**src/design/serdes_bypass_pkg.sv**
```systemverilog
/*
  Shared constants and types for the bypass serializer/deserializer path.
  Assumes a single 200 MHz ref_clk domain and eight byte-wide channels.
*/
package serdes_bypass_pkg;

  // ==========================================================
  // Channel geometry
  localparam int NUM_CH = 8;
  localparam int BYTE_W = 8;
  localparam int FIFO_DEPTH = 8;

  // ==========================================================
  // Clocking and link limits
  localparam int CLK_PERIOD_PS = 5000;
  localparam int REF_MIN_KHZ = 63000;
  localparam int REF_MAX_KHZ = 106250;
  localparam int LINE_MAX_KBPS = 850000;

  // ==========================================================
  // Rate select encoding, one field per channel
  localparam logic [1:0] RATE_FULL = 2'h0;
  localparam logic [1:0] RATE_HALF = 2'h1;
  localparam logic [1:0] RATE_QUARTER = 2'h2;

  // Bits per word in each rate
  localparam logic [3:0] BITS_FULL = 4'h8;
  localparam logic [3:0] BITS_HALF = 4'h4;
  localparam logic [3:0] BITS_QUARTER = 4'h2;

  // ==========================================================
  // Reset values
  localparam logic [7:0] BYTE_RST = 8'h00;
  localparam logic [2:0] CNT_RST = 3'h0;

  // ==========================================================
  // Carriers
  typedef struct packed {
    logic valid;
    logic [BYTE_W-1:0] data;
  } tx_word_t;

  typedef struct packed {
    logic valid;
    logic recClk;
    logic [BYTE_W-1:0] data;
  } rx_word_t;

  // Reserved code behaves as full rate
  function automatic logic [3:0] bitsFor(input logic [1:0] rate);
    logic [3:0] n;
    n = BITS_FULL;
    if (rate == RATE_HALF) begin
      n = BITS_HALF;
    end else if (rate == RATE_QUARTER) begin
      n = BITS_QUARTER;
    end
    return n;
  endfunction

endpackage

```
**src/design/serdes_bypass_rate_path.sv**
```systemverilog
/*
  Bypass serializer/deserializer path, eight full-duplex channels.
  Assumes fabric-side inputs synchronous to ref_clk, a recovered-bit
  strobe from the clock recovery front end, and scrambled line data.
*/
`timescale 1ns/1ps

// Function
// - In bypass mode data passes only through serializer and deserializer, no framing or scrambling.
// - The transmit path serializes each fabric word and drives it onto the differential line unchanged.
// - The receive path deserializes the line and hands words to the fabric with the recovered clock.
// - Half rate runs the serializer at four times the reference and uses only bits 7 to 4.
// - Quarter rate runs the serializer at twice the reference and uses only bits 7 to 6.
// - Each channel has its own rate setting so that mixed rates run together.
// - Reference clocks from 63.00 MHz to 106.25 MHz are supported in all three rates.
// - Any bandwidth inside the reference limits is supported, gaps between rates are allowed.
// - Receive logic is timed by the recovered clock, which goes to the fabric for its crossing; here it runs on ref_clk, gated by rxBitStb.
// - Eight independent full-duplex channels are provided, each up to 850 Mbits/s.
module serdes_bypass_rate_path (
  // Clock and reset
  input wire logic ref_clk,
  input wire logic nrst,
  // Mode and per-channel rate
  input wire logic bypassEn,
  input wire logic [serdes_bypass_pkg::NUM_CH-1:0][1:0] rateSel,
  // Fabric transmit words
  input wire serdes_bypass_pkg::tx_word_t [serdes_bypass_pkg::NUM_CH-1:0] txIn,
  output logic [serdes_bypass_pkg::NUM_CH-1:0] txReady,
  // Serial transmit line
  output logic [serdes_bypass_pkg::NUM_CH-1:0] txLineP,
  output logic [serdes_bypass_pkg::NUM_CH-1:0] txLineN,
  // Serial receive line
  input wire logic [serdes_bypass_pkg::NUM_CH-1:0] rxLineP,
  input wire logic [serdes_bypass_pkg::NUM_CH-1:0] rxLineN,
  input wire logic [serdes_bypass_pkg::NUM_CH-1:0] rxBitStb,
  // Fabric receive words
  output serdes_bypass_pkg::rx_word_t [serdes_bypass_pkg::NUM_CH-1:0] rxOut
);

  typedef enum logic {CH_IDLE, CH_SHIFT} ch_state_t;

  typedef struct packed {
    ch_state_t st;
    logic [2:0] txCnt;
    logic [7:0] txSh;
    logic [1:0] txRate;
    logic txBit;
    logic [2:0] rxCnt;
    logic [7:0] rxSh;
    logic [1:0] rxRate;
    logic [7:0] rxData;
    logic rxValid;
    logic recClk;
  } chan_t;

  typedef struct packed {
    chan_t [serdes_bypass_pkg::NUM_CH-1:0] ch;
  } state_t;

  state_t st_ff;
  state_t nxt_st;

  logic [serdes_bypass_pkg::NUM_CH-1:0] fifoValid;
  logic [serdes_bypass_pkg::NUM_CH-1:0][7:0] fifoData;
  logic [serdes_bypass_pkg::NUM_CH-1:0] ld;
  logic [serdes_bypass_pkg::NUM_CH-1:0] lastBit;

  // ==========================================================
  // Transmit buffers and line drivers
  // eight channels
  genvar gi;
  generate
    for (gi = 0; gi < serdes_bypass_pkg::NUM_CH; gi++) begin : g_ch
      // Absorbs fabric bursts while the serializer shifts at line speed
      tx_word_fifo #(
        .WIDTH(serdes_bypass_pkg::BYTE_W),
        .DEPTH(serdes_bypass_pkg::FIFO_DEPTH)
      ) u_fifo (
        .ref_clk(ref_clk),
        .nrst(nrst),
        .inValid(txIn[gi].valid),
        .inData(txIn[gi].data),
        .inReady(txReady[gi]),
        .outValid(fifoValid[gi]),
        .outData(fifoData[gi]),
        .outReady(ld[gi])
      );

      assign txLineP[gi] = st_ff.ch[gi].txBit;
      assign txLineN[gi] = ~st_ff.ch[gi].txBit;

      assign rxOut[gi].valid = st_ff.ch[gi].rxValid;
      assign rxOut[gi].recClk = st_ff.ch[gi].recClk;
      assign rxOut[gi].data = st_ff.ch[gi].rxData;

      // ======================================================
      // Checks
      a_bypass_line_idle: assert property (@(posedge ref_clk) disable iff (!nrst)
        !bypassEn |=> !txLineP[gi])
        else $error("line driven outside bypass");

      a_tx_msb_first: assert property (@(posedge ref_clk) disable iff (!nrst)
        ld[gi] |=> (txLineP[gi] == $past(fifoData[gi][7])))
        else $error("first serial bit is not bit 7");

      a_tx_line_diff: assert property (@(posedge ref_clk) disable iff (!nrst)
        ld[gi] |=> (txLineN[gi] != txLineP[gi]) [*2])
        else $error("line pair not complementary");

      a_full_word_span: assert property (@(posedge ref_clk) disable iff (!nrst)
        (ld[gi] && (rateSel[gi] != serdes_bypass_pkg::RATE_HALF)
          && (rateSel[gi] != serdes_bypass_pkg::RATE_QUARTER) && bypassEn)
        ##1 bypassEn [*8] |-> $past(lastBit[gi]) == 1'b0 && lastBit[gi])
        else $error("full rate word is not eight bits");

      a_half_word_span: assert property (@(posedge ref_clk) disable iff (!nrst)
        (ld[gi] && rateSel[gi] == serdes_bypass_pkg::RATE_HALF)
        |=> (!ld[gi]) [*3] ##1 (lastBit[gi] || !bypassEn))
        else $error("half rate word is not four bits");

      a_quarter_word_span: assert property (@(posedge ref_clk) disable iff (!nrst)
        (ld[gi] && rateSel[gi] == serdes_bypass_pkg::RATE_QUARTER && bypassEn)
        ##1 bypassEn |-> $past(ld[gi]) && !ld[gi] ##1 (lastBit[gi] || !bypassEn))
        else $error("quarter rate word is not two bits");

      a_rx_half_low: assert property (@(posedge ref_clk) disable iff (!nrst)
        (st_ff.ch[gi].rxValid && st_ff.ch[gi].rxRate == serdes_bypass_pkg::RATE_HALF)
        |-> (st_ff.ch[gi].rxData[3:0] == 4'h0))
        else $error("half rate word has data below bit 4");

      a_rx_quarter_low: assert property (@(posedge ref_clk) disable iff (!nrst)
        (st_ff.ch[gi].rxValid && st_ff.ch[gi].rxRate == serdes_bypass_pkg::RATE_QUARTER)
        |-> (st_ff.ch[gi].rxData[5:0] == 6'h00))
        else $error("quarter rate word has data below bit 6");

      a_rec_clk_word: assert property (@(posedge ref_clk) disable iff (!nrst)
        $rose(st_ff.ch[gi].recClk) |-> st_ff.ch[gi].rxValid)
        else $error("recovered clock edge without a word");

      a_rx_word_edge: assert property (@(posedge ref_clk) disable iff (!nrst)
        (st_ff.ch[gi].rxValid && bypassEn) |=> !st_ff.ch[gi].rxValid)
        else $error("word strobe longer than one cycle");

      // ======================================================
      // Serializer and deserializer bookkeeping
      a_tx_idle_low: assert property (@(posedge ref_clk) disable iff (!nrst)
        (lastBit[gi] && !ld[gi]) |=> !txLineP[gi])
        else $error("line not low after last bit");

      a_tx_next_bit: assert property (@(posedge ref_clk) disable iff (!nrst)
        (bypassEn && (st_ff.ch[gi].st == CH_SHIFT) && !lastBit[gi])
        |=> (txLineP[gi] == $past(st_ff.ch[gi].txSh[7])))
        else $error("serial bit out of order");

      a_tx_word_load: assert property (@(posedge ref_clk) disable iff (!nrst)
        (bypassEn && fifoValid[gi] && (st_ff.ch[gi].st == CH_IDLE)) |-> ld[gi])
        else $error("idle serializer left a word queued");

      a_tx_rate_held: assert property (@(posedge ref_clk) disable iff (!nrst)
        (bypassEn && (st_ff.ch[gi].st == CH_SHIFT) && !ld[gi])
        |=> (st_ff.ch[gi].txRate == $past(st_ff.ch[gi].txRate)))
        else $error("rate changed inside a word");

      a_tx_cnt_range: assert property (@(posedge ref_clk) disable iff (!nrst)
        (st_ff.ch[gi].st == CH_SHIFT)
        |-> ({1'b0, st_ff.ch[gi].txCnt} < serdes_bypass_pkg::bitsFor(st_ff.ch[gi].txRate)))
        else $error("bit count beyond word width");

      a_rx_off_clear: assert property (@(posedge ref_clk) disable iff (!nrst)
        !bypassEn |=> (!st_ff.ch[gi].rxValid && !st_ff.ch[gi].recClk
          && (st_ff.ch[gi].rxCnt == 3'h0)))
        else $error("receive state kept outside bypass");

      a_rx_bad_pair: assert property (@(posedge ref_clk) disable iff (!nrst)
        (bypassEn && rxBitStb[gi] && (rxLineP[gi] == rxLineN[gi]))
        |=> (st_ff.ch[gi].rxCnt == $past(st_ff.ch[gi].rxCnt)))
        else $error("bit taken from an invalid pair");

      a_rx_no_strobe: assert property (@(posedge ref_clk) disable iff (!nrst)
        (bypassEn && !rxBitStb[gi]) |=> $stable(st_ff.ch[gi].rxSh))
        else $error("bit taken without recovered strobe");

      a_rx_cnt_range: assert property (@(posedge ref_clk) disable iff (!nrst)
        (st_ff.ch[gi].rxCnt != 3'h0)
        |-> ({1'b0, st_ff.ch[gi].rxCnt} < serdes_bypass_pkg::bitsFor(st_ff.ch[gi].rxRate)))
        else $error("receive count beyond word width");

      a_rx_clk_fall: assert property (@(posedge ref_clk) disable iff (!nrst)
        ($fell(st_ff.ch[gi].recClk) && bypassEn) |-> (st_ff.ch[gi].rxCnt != 3'h0))
        else $error("recovered clock fell outside a word");
    end
  endgenerate

  // ==========================================================
  // Per-channel next state
  always_comb begin
    logic [3:0] nb;
    logic [1:0] rr;
    logic [2:0] pos;
    logic [7:0] sh;
    logic bitIn;
    nb = serdes_bypass_pkg::BITS_FULL;
    rr = serdes_bypass_pkg::RATE_FULL;
    pos = serdes_bypass_pkg::CNT_RST;
    sh = serdes_bypass_pkg::BYTE_RST;
    bitIn = 1'b0;
    nxt_st = st_ff;
    ld = '0;
    lastBit = '0;
    for (int i = 0; i < serdes_bypass_pkg::NUM_CH; i++) begin
      lastBit[i] = (st_ff.ch[i].st == CH_SHIFT) && (st_ff.ch[i].txCnt == 3'h0);
      ld[i] = bypassEn && fifoValid[i] && ((st_ff.ch[i].st == CH_IDLE) || lastBit[i]);

      // ------------------------------------------------------
      // Transmit serializer
      if (!bypassEn) begin
        nxt_st.ch[i].st = CH_IDLE;
        nxt_st.ch[i].txBit = 1'b0;
        nxt_st.ch[i].txCnt = serdes_bypass_pkg::CNT_RST;
        nxt_st.ch[i].txSh = serdes_bypass_pkg::BYTE_RST;
      end else if (ld[i]) begin
        // rate taken per channel at word start
        // bit count depends on rate only, not on reference frequency
        // any reference inside the limits scales all three rates alike
        nb = serdes_bypass_pkg::bitsFor(rateSel[i]);
        nxt_st.ch[i].st = CH_SHIFT;
        nxt_st.ch[i].txRate = rateSel[i];
        nxt_st.ch[i].txCnt = 3'(nb - 4'h1);
        // bit 7 leaves first, word unchanged
        nxt_st.ch[i].txBit = fifoData[i][7];
        nxt_st.ch[i].txSh = {fifoData[i][6:0], 1'b0};
      end else if (st_ff.ch[i].st == CH_SHIFT) begin
        if (lastBit[i]) begin
          // Idle line low; fabric scrambling keeps density up
          nxt_st.ch[i].st = CH_IDLE;
          nxt_st.ch[i].txBit = 1'b0;
        end else begin
          nxt_st.ch[i].txBit = st_ff.ch[i].txSh[7];
          nxt_st.ch[i].txSh = {st_ff.ch[i].txSh[6:0], 1'b0};
          nxt_st.ch[i].txCnt = 3'(st_ff.ch[i].txCnt - 3'h1);
        end
      end

      // ------------------------------------------------------
      // Receive deserializer
      nxt_st.ch[i].rxValid = 1'b0;
      if (!bypassEn) begin
        nxt_st.ch[i].rxCnt = serdes_bypass_pkg::CNT_RST;
        nxt_st.ch[i].rxSh = serdes_bypass_pkg::BYTE_RST;
        nxt_st.ch[i].recClk = 1'b0;
      end else if (rxBitStb[i] && (rxLineP[i] != rxLineN[i])) begin
        // timing follows recovered bit strobes only
        rr = (st_ff.ch[i].rxCnt == 3'h0) ? rateSel[i] : st_ff.ch[i].rxRate;
        nb = serdes_bypass_pkg::bitsFor(rr);
        bitIn = rxLineP[i];
        pos = 3'(3'h7 - st_ff.ch[i].rxCnt);
        sh = st_ff.ch[i].rxSh | (8'({7'h00, bitIn}) << pos);
        nxt_st.ch[i].rxRate = rr;
        if ({1'b0, st_ff.ch[i].rxCnt} == 4'(nb - 4'h1)) begin
          // word out, low unused bits zero
          nxt_st.ch[i].rxData = sh;
          nxt_st.ch[i].rxValid = 1'b1;
          // recovered word clock rises with each word
          nxt_st.ch[i].recClk = 1'b1;
          nxt_st.ch[i].rxCnt = serdes_bypass_pkg::CNT_RST;
          nxt_st.ch[i].rxSh = serdes_bypass_pkg::BYTE_RST;
        end else begin
          nxt_st.ch[i].rxCnt = 3'(st_ff.ch[i].rxCnt + 3'h1);
          nxt_st.ch[i].rxSh = sh;
          // Falls half way through the next word
          if ({1'b0, st_ff.ch[i].rxCnt} + 4'h1 == (nb >> 1)) begin
            nxt_st.ch[i].recClk = 1'b0;
          end
        end
      end
    end
  end

  // ==========================================================
  // State register
  always_ff @(posedge ref_clk or negedge nrst) begin
    if (!nrst) begin
      st_ff <= '0;
    end else begin
      st_ff <= nxt_st;
    end
  end

endmodule

```
**src/design/tx_word_fifo.sv**
```systemverilog
/*
  Small synchronous FIFO with valid/ready on both sides.
  Assumes one clock; the drain side may stall at will.
*/
`timescale 1ns/1ps
module tx_word_fifo #(
  parameter int WIDTH = 8,
  parameter int DEPTH = 8
) (
  // Clock and reset
  input wire logic ref_clk,
  input wire logic nrst,
  // Fill side
  input wire logic inValid,
  input wire logic [WIDTH-1:0] inData,
  output logic inReady,
  // Drain side
  output logic outValid,
  output logic [WIDTH-1:0] outData,
  input wire logic outReady
);

  localparam int AW = (DEPTH > 1) ? $clog2(DEPTH) : 1;

  typedef struct packed {
    logic [DEPTH-1:0][WIDTH-1:0] mem;
    logic [AW-1:0] wr;
    logic [AW-1:0] rd;
    logic [AW:0] cnt;
  } fifo_st_t;

  fifo_st_t st_ff;
  fifo_st_t nxt_st;
  logic doWr;
  logic doRd;

  // ==========================================================
  // Handshake
  assign inReady = (st_ff.cnt != (AW+1)'(DEPTH));
  assign outValid = (st_ff.cnt != '0);
  assign outData = st_ff.mem[st_ff.rd];
  assign doWr = inValid && inReady;
  assign doRd = outValid && outReady;

  // ==========================================================
  // Next state
  always_comb begin
    nxt_st = st_ff;
    if (doWr) begin
      nxt_st.mem[st_ff.wr] = inData;
      nxt_st.wr = (st_ff.wr == AW'(DEPTH-1)) ? '0 : AW'(st_ff.wr + 1'b1);
    end
    if (doRd) begin
      nxt_st.rd = (st_ff.rd == AW'(DEPTH-1)) ? '0 : AW'(st_ff.rd + 1'b1);
    end
    if (doWr && !doRd) begin
      nxt_st.cnt = (AW+1)'(st_ff.cnt + 1'b1);
    end else if (doRd && !doWr) begin
      nxt_st.cnt = (AW+1)'(st_ff.cnt - 1'b1);
    end
  end

  always_ff @(posedge ref_clk or negedge nrst) begin
    if (!nrst) begin
      st_ff <= '0;
    end else begin
      st_ff <= nxt_st;
    end
  end

  // ==========================================================
  // Checks
  a_fifo_full_stall: assert property (@(posedge ref_clk) disable iff (!nrst)
    (st_ff.cnt == (AW+1)'(DEPTH)) |-> !inReady)
    else $error("fifo accepts while full");

endmodule

```
**config.mk**
```make
export PLATFORM = sky130hd
export DESIGN_NAME = serdes_bypass_rate_path
export DESIGN_NICKNAME = d
export VERILOG_FILES = /design/src/design/serdes_bypass_pkg.sv /design/src/design/serdes_bypass_rate_path.sv /design/src/design/tx_word_fifo.sv
export SDC_FILE = /design/constraint.sdc
export NUM_CORES = 2
export LEC_CHECK = 0
export BUFFER_PORTS_ARGS = -buffer_cell sky130_fd_sc_hd__buf_4
export CAP_MARGIN = 20
export CORE_MARGIN = 3
export CORE_UTILIZATION = 30
export DETAILED_ROUTE_END_ITERATION = 12
export GPL_TIMING_DRIVEN = 0
export PLACE_DENSITY = 0.52
export SKIP_CTS_REPAIR_TIMING = 1
export SLEW_MARGIN = 20
export SYNTH_ARGS = -nofsm -noshare
export SYNTH_HDL_FRONTEND = slang
export SYNTH_HIERARCHICAL = 1
export SYNTH_SLANG_ARGS = --single-unit
```
**constraint.sdc**
```tcl
create_clock -name ref_clk -period 8.4 [get_ports ref_clk]
set_input_delay 1.68 -clock ref_clk [delete_from_list [all_inputs] [get_ports ref_clk]]
set_output_delay 1.68 -clock ref_clk [all_outputs]
set_load 0.05 [all_outputs]
```
==> load_flow_metrics.sql <==
INSERT INTO impl_metrics (metric_group, metric, value, unit) VALUES
('worst_setup_path', 'cp.required', '8.99', 'ns'),
('synthesis', 'synthArstFlopShare', '1.00', ''),
('global_routing', 'antenna_violations_before_repair', '14', ''),
('power_and_ir_drop', 'vdd_ir_drop_max', '0.000179', 'V'),
('cells_and_area', 'nNetsFinal', '3934', ''),
('floorplanning', 'core_rows', '139', ''),
('floorplanning', 'design.core.area', '145000', 'um^2'),
('sta', 'hold_violations', '0', ''),
('clock_tree', 'numClockSinks', '872', ''),
('synthesis', 'ys_warn_count', '6', ''),
('floorplanning', 'io_pins', '219', ''),
('place', 'post_dp_cell_area', '48200', 'um^2'),
('synthesis', 'post_synth_instance_area', '44000', 'um^2'),
('power_and_ir_drop', 'post-layout-total-power', '18.9', 'mW'),
('synthesis', 'ys_dominant_reg_cell', 'sky130_fd_sc_hd__dfrtp_1', ''),
('clock_tree', 'cts-buffers-inserted', '104', ''),
('global_routing', 'wire_length_of_the_first_global_routing_pass', '176', 'mm'),
('synthesis', 'synth_most_common_cell', 'sky130_fd_sc_hd__dfrtp_1', ''),
('detailed_routing', 'antenna_violating_nets_post_route', '0', ''),
('detailed_routing', 'drc', '0', ''),
('synthesis', 'cell_accounting_for_the_most_synthesized_area', 'sky130_fd_sc_hd__dfrtp_1', ''),
('global_routing', 'groute.usage.overall', '0.151', ''),
('cells_and_area', 'finish.instance_area', '51800', 'um^2'),
('clock_tree', 'cts-root-to-sink-buffers', '3', ''),
('synthesis', 'synth_area_leaders', 'sky130_fd_sc_hd__dfrtp_1 (50%), sky130_fd_sc_hd__mux2_2 (13%), sky130_fd_sc_hd__mux4_2 (6.6%)', ''),
('detailed_routing', 'detail_route.iter0.violations', '1520', ''),
('sta', 'rsz0062_at_grt', 'false', ''),
('place', 'hpwl', '78.0', 'mm'),
('detailed_routing', 'final_routed_wirelength_across_all_metal_layers', '114', 'mm'),
('worst_setup_path', 'worstPathMaxFanout', '10', ''),
('floorplanning', 'start_util', '0.304', ''),
('clock_tree', 'ctsRootBufferMaster', 'sky130_fd_sc_hd__clkbuf_16', ''),
('sta', 'slew_at_the_pin_closest_to_its_max_slew_limit', '0.967', 'ns'),
('power_and_ir_drop', 'power_density', '364', 'nW/um^2'),
('clock_tree', 'tritoncts', 'built', ''),
('worst_hold_path', 'hold_crit_class', 'reg2reg', ''),
('sta', 'post-route-period-util', '0.558', ''),
('worst_setup_path', 'timing.rr.start', 'g_ch[1].u_fifo/st_ff[3]$_DFFE_PN0P_', ''),
('synthesis', 'synth_seq_area_share', '0.496', ''),
('synthesis', 'avgSynthCellArea', '13.1', 'um^2'),
('detailed_routing', 'detail_route.first_pass.iterations', '5', ''),
('synthesis', 'syn_nets', '3604', ''),
('worst_setup_path', 'crit_path_start', 'bypassEn', ''),
('worst_setup_path', 'cp.arrival', '5.28', 'ns'),
('synthesis', 'synth.cells.most_frequent', 'sky130_fd_sc_hd__dfrtp_1 (872), sky130_fd_sc_hd__mux2_2 (521), sky130_fd_sc_hd__nor2_1 (202)', ''),
('sta', 'clock-skew-final', '0.0204', 'ns'),
('sta', 'fmax', '213', 'MHz'),
('synthesis', 'synth_top_area_share', '0.496', ''),
('synthesis', 'number_of_enable_type_register_cells_in_the_synthesized_netlist', '0', ''),
('detailed_routing', 'routed_via_density', '4.83', ''),
('clock_tree', 'clkSlewWorstSetupHoldPaths', '0.06', 'ns'),
('sta', 'timing_max_transition_violations_final', '0', ''),
('sta', 'slew-limit-headroom', '0.351', ''),
('sta', 'worst_hold_slack', '0.479', 'ns'),
('synthesis', 'post_synth_inst_count', '3369', ''),
('worst_setup_path', 'end_kind', 'flop', ''),
('cells_and_area', 'syn2layout_area_growth', '17.8', '%'),
('clock_tree', 'latest_clock_arrival_within_the_worst_skew_pair', '0.71', 'ns'),
('detailed_routing', 'wl_per_cell', '20.0', 'um'),
('flow_run', 'max_cap_violations', '0', ''),
('sta', 'finalWorstPathRequiredPeriod', '4.69', 'ns'),
('place', 'port-buffer-count', '217', ''),
('worst_setup_path', 'worstSetupStartpointType', 'input port', ''),
('floorplanning', 'total_die_area', '151000', 'um^2'),
('cells_and_area', 'layout-drive-gt1-share', '0.370', ''),
('global_routing', 'grt_max_degree', '130', ''),
('floorplanning', 'die_height', '389', 'um'),
('global_routing', 'global_route.overflow_total', '0', ''),
('detailed_routing', 'via_count', '27400', ''),
('status', 'status', 'finished clean', ''),
('cells_and_area', 'nFillCells', '14200', '');
## final timing paths
| kind | endpoint | slack, ns | depth (start not counted) |
|---|---|---|---|
| min in group asynchronous | g_ch[0].u_fifo/st_ff[47]$_DFFE_PN0P_ | 0.89 | 1 |
| worst max-delay path | g_ch[4].u_fifo/st_ff[3]$_DFFE_PN0P_ | 3.71 | 12 |
| worst min register to register | st_ff[11]$_DFFE_PN0P_ | 0.48 | 2 |
| worst max register to register | g_ch[1].u_fifo/st_ff[3]$_DFFE_PN0P_ | 4.72 | 11 |
| worst min-delay path | st_ff[11]$_DFFE_PN0P_ | 0.48 | 2 |
| max in group asynchronous | st_ff[125]$_DFFE_PN0P_ | 5.33 | 4 |
## stage by stage
step                      std cells  setup TNS [ns]  setup WS [ns]  utilization
final                          5686               0           3.71        0.358
after detailed placement       5496               0           2.91        0.333
after global placement         5489        -4616.66          -5.42        0.332
after CTS                      5683               0           3.68        0.358
after floorplan                3369               0           4.37            -
after global routing           5683               0           3.50        0.358
## report_power, final
group          total [mW]  internal [mW]  switching, mW
registers            6.94           5.91           1.03
clock network        4.74           2.87           1.87
logic                7.18           3.98           3.21
total                18.9           12.8           6.10
## cells in the final DEF, fill, tap and decap left out, drive strengths merged, types with 13 or more instances in the layout
cell / instances
clkbuf: 248
dfrtp: 872
xnor2: 40
o21ai: 126
a31oi: 43
o41ai: 13
nor2b: 33
mux4: 128
clkinv: 17
nand2b: 34
o211ai: 16
ha: 112
mux2i: 85
or4: 32
nand4: 14
mux2: 640
nor2: 204
xor2: 24
inv: 123
nand2: 112
a22oi: 19
nand3: 45
or4b: 14
a21oi: 104
nor4b: 25
a211oi: 68
buf: 393
nor3: 53
## sequential cells by signal, indices dropped and copies added, names as in the netlist
signal	flops
g_ch.u_fifo/st_ff	592
st_ff	192
rxOut	80
txLineP	8
## layer usage
layer | vias to the layer above | wire length (um) | track usage
met5 | - | 71 | 0
li1 | 12900 | - | -
met3 | 145 | 5810 | 0.0363
met2 | 433 | 50800 | 0.231
met4 | 10 | 2480 | 0.0372
met1 | 14000 | 54800 | 0.214
## critical path, cell delays in order
cell	delay, ns
sky130_fd_sc_hd__buf_4	0.23
sky130_fd_sc_hd__buf_2	0.55
sky130_fd_sc_hd__clkinv_1	0.26
sky130_fd_sc_hd__clkbuf_2	0.47
sky130_fd_sc_hd__nor3_1	0.37
sky130_fd_sc_hd__o41ai_2	0.19
sky130_fd_sc_hd__ha_1	0.28
sky130_fd_sc_hd__inv_1	0.16
sky130_fd_sc_hd__ha_1	0.31
sky130_fd_sc_hd__or4_1	0.54
sky130_fd_sc_hd__o211ai_1	0.10
sky130_fd_sc_hd__o211ai_1	0.10
## kinds of logic after synthesis
group,share of synthesized area
compound gates,0.0660
xor+xnor,0.0139
fa+ha+maj,0.0355
buf+inv,0.0457
flops,0.496
mux,0.259
simple gates,0.0844
## layout make-up
type,instances,area (um^2),area share
Tap cell,1903,2380,0.0459
Multi-Input combinational cell,2111,20200,0.389
Antenna cell,3,7.51,0.000145
Sequential cell,872,21800,0.421
Timing Repair Buffer,224,1840,0.0355
Clock inverter,34,518,0.00999
Clock buffer,153,3080,0.0594
Inverter,122,464,0.00896
Buffer,264,1560,0.0301
(Power assumes the default switching activity.)
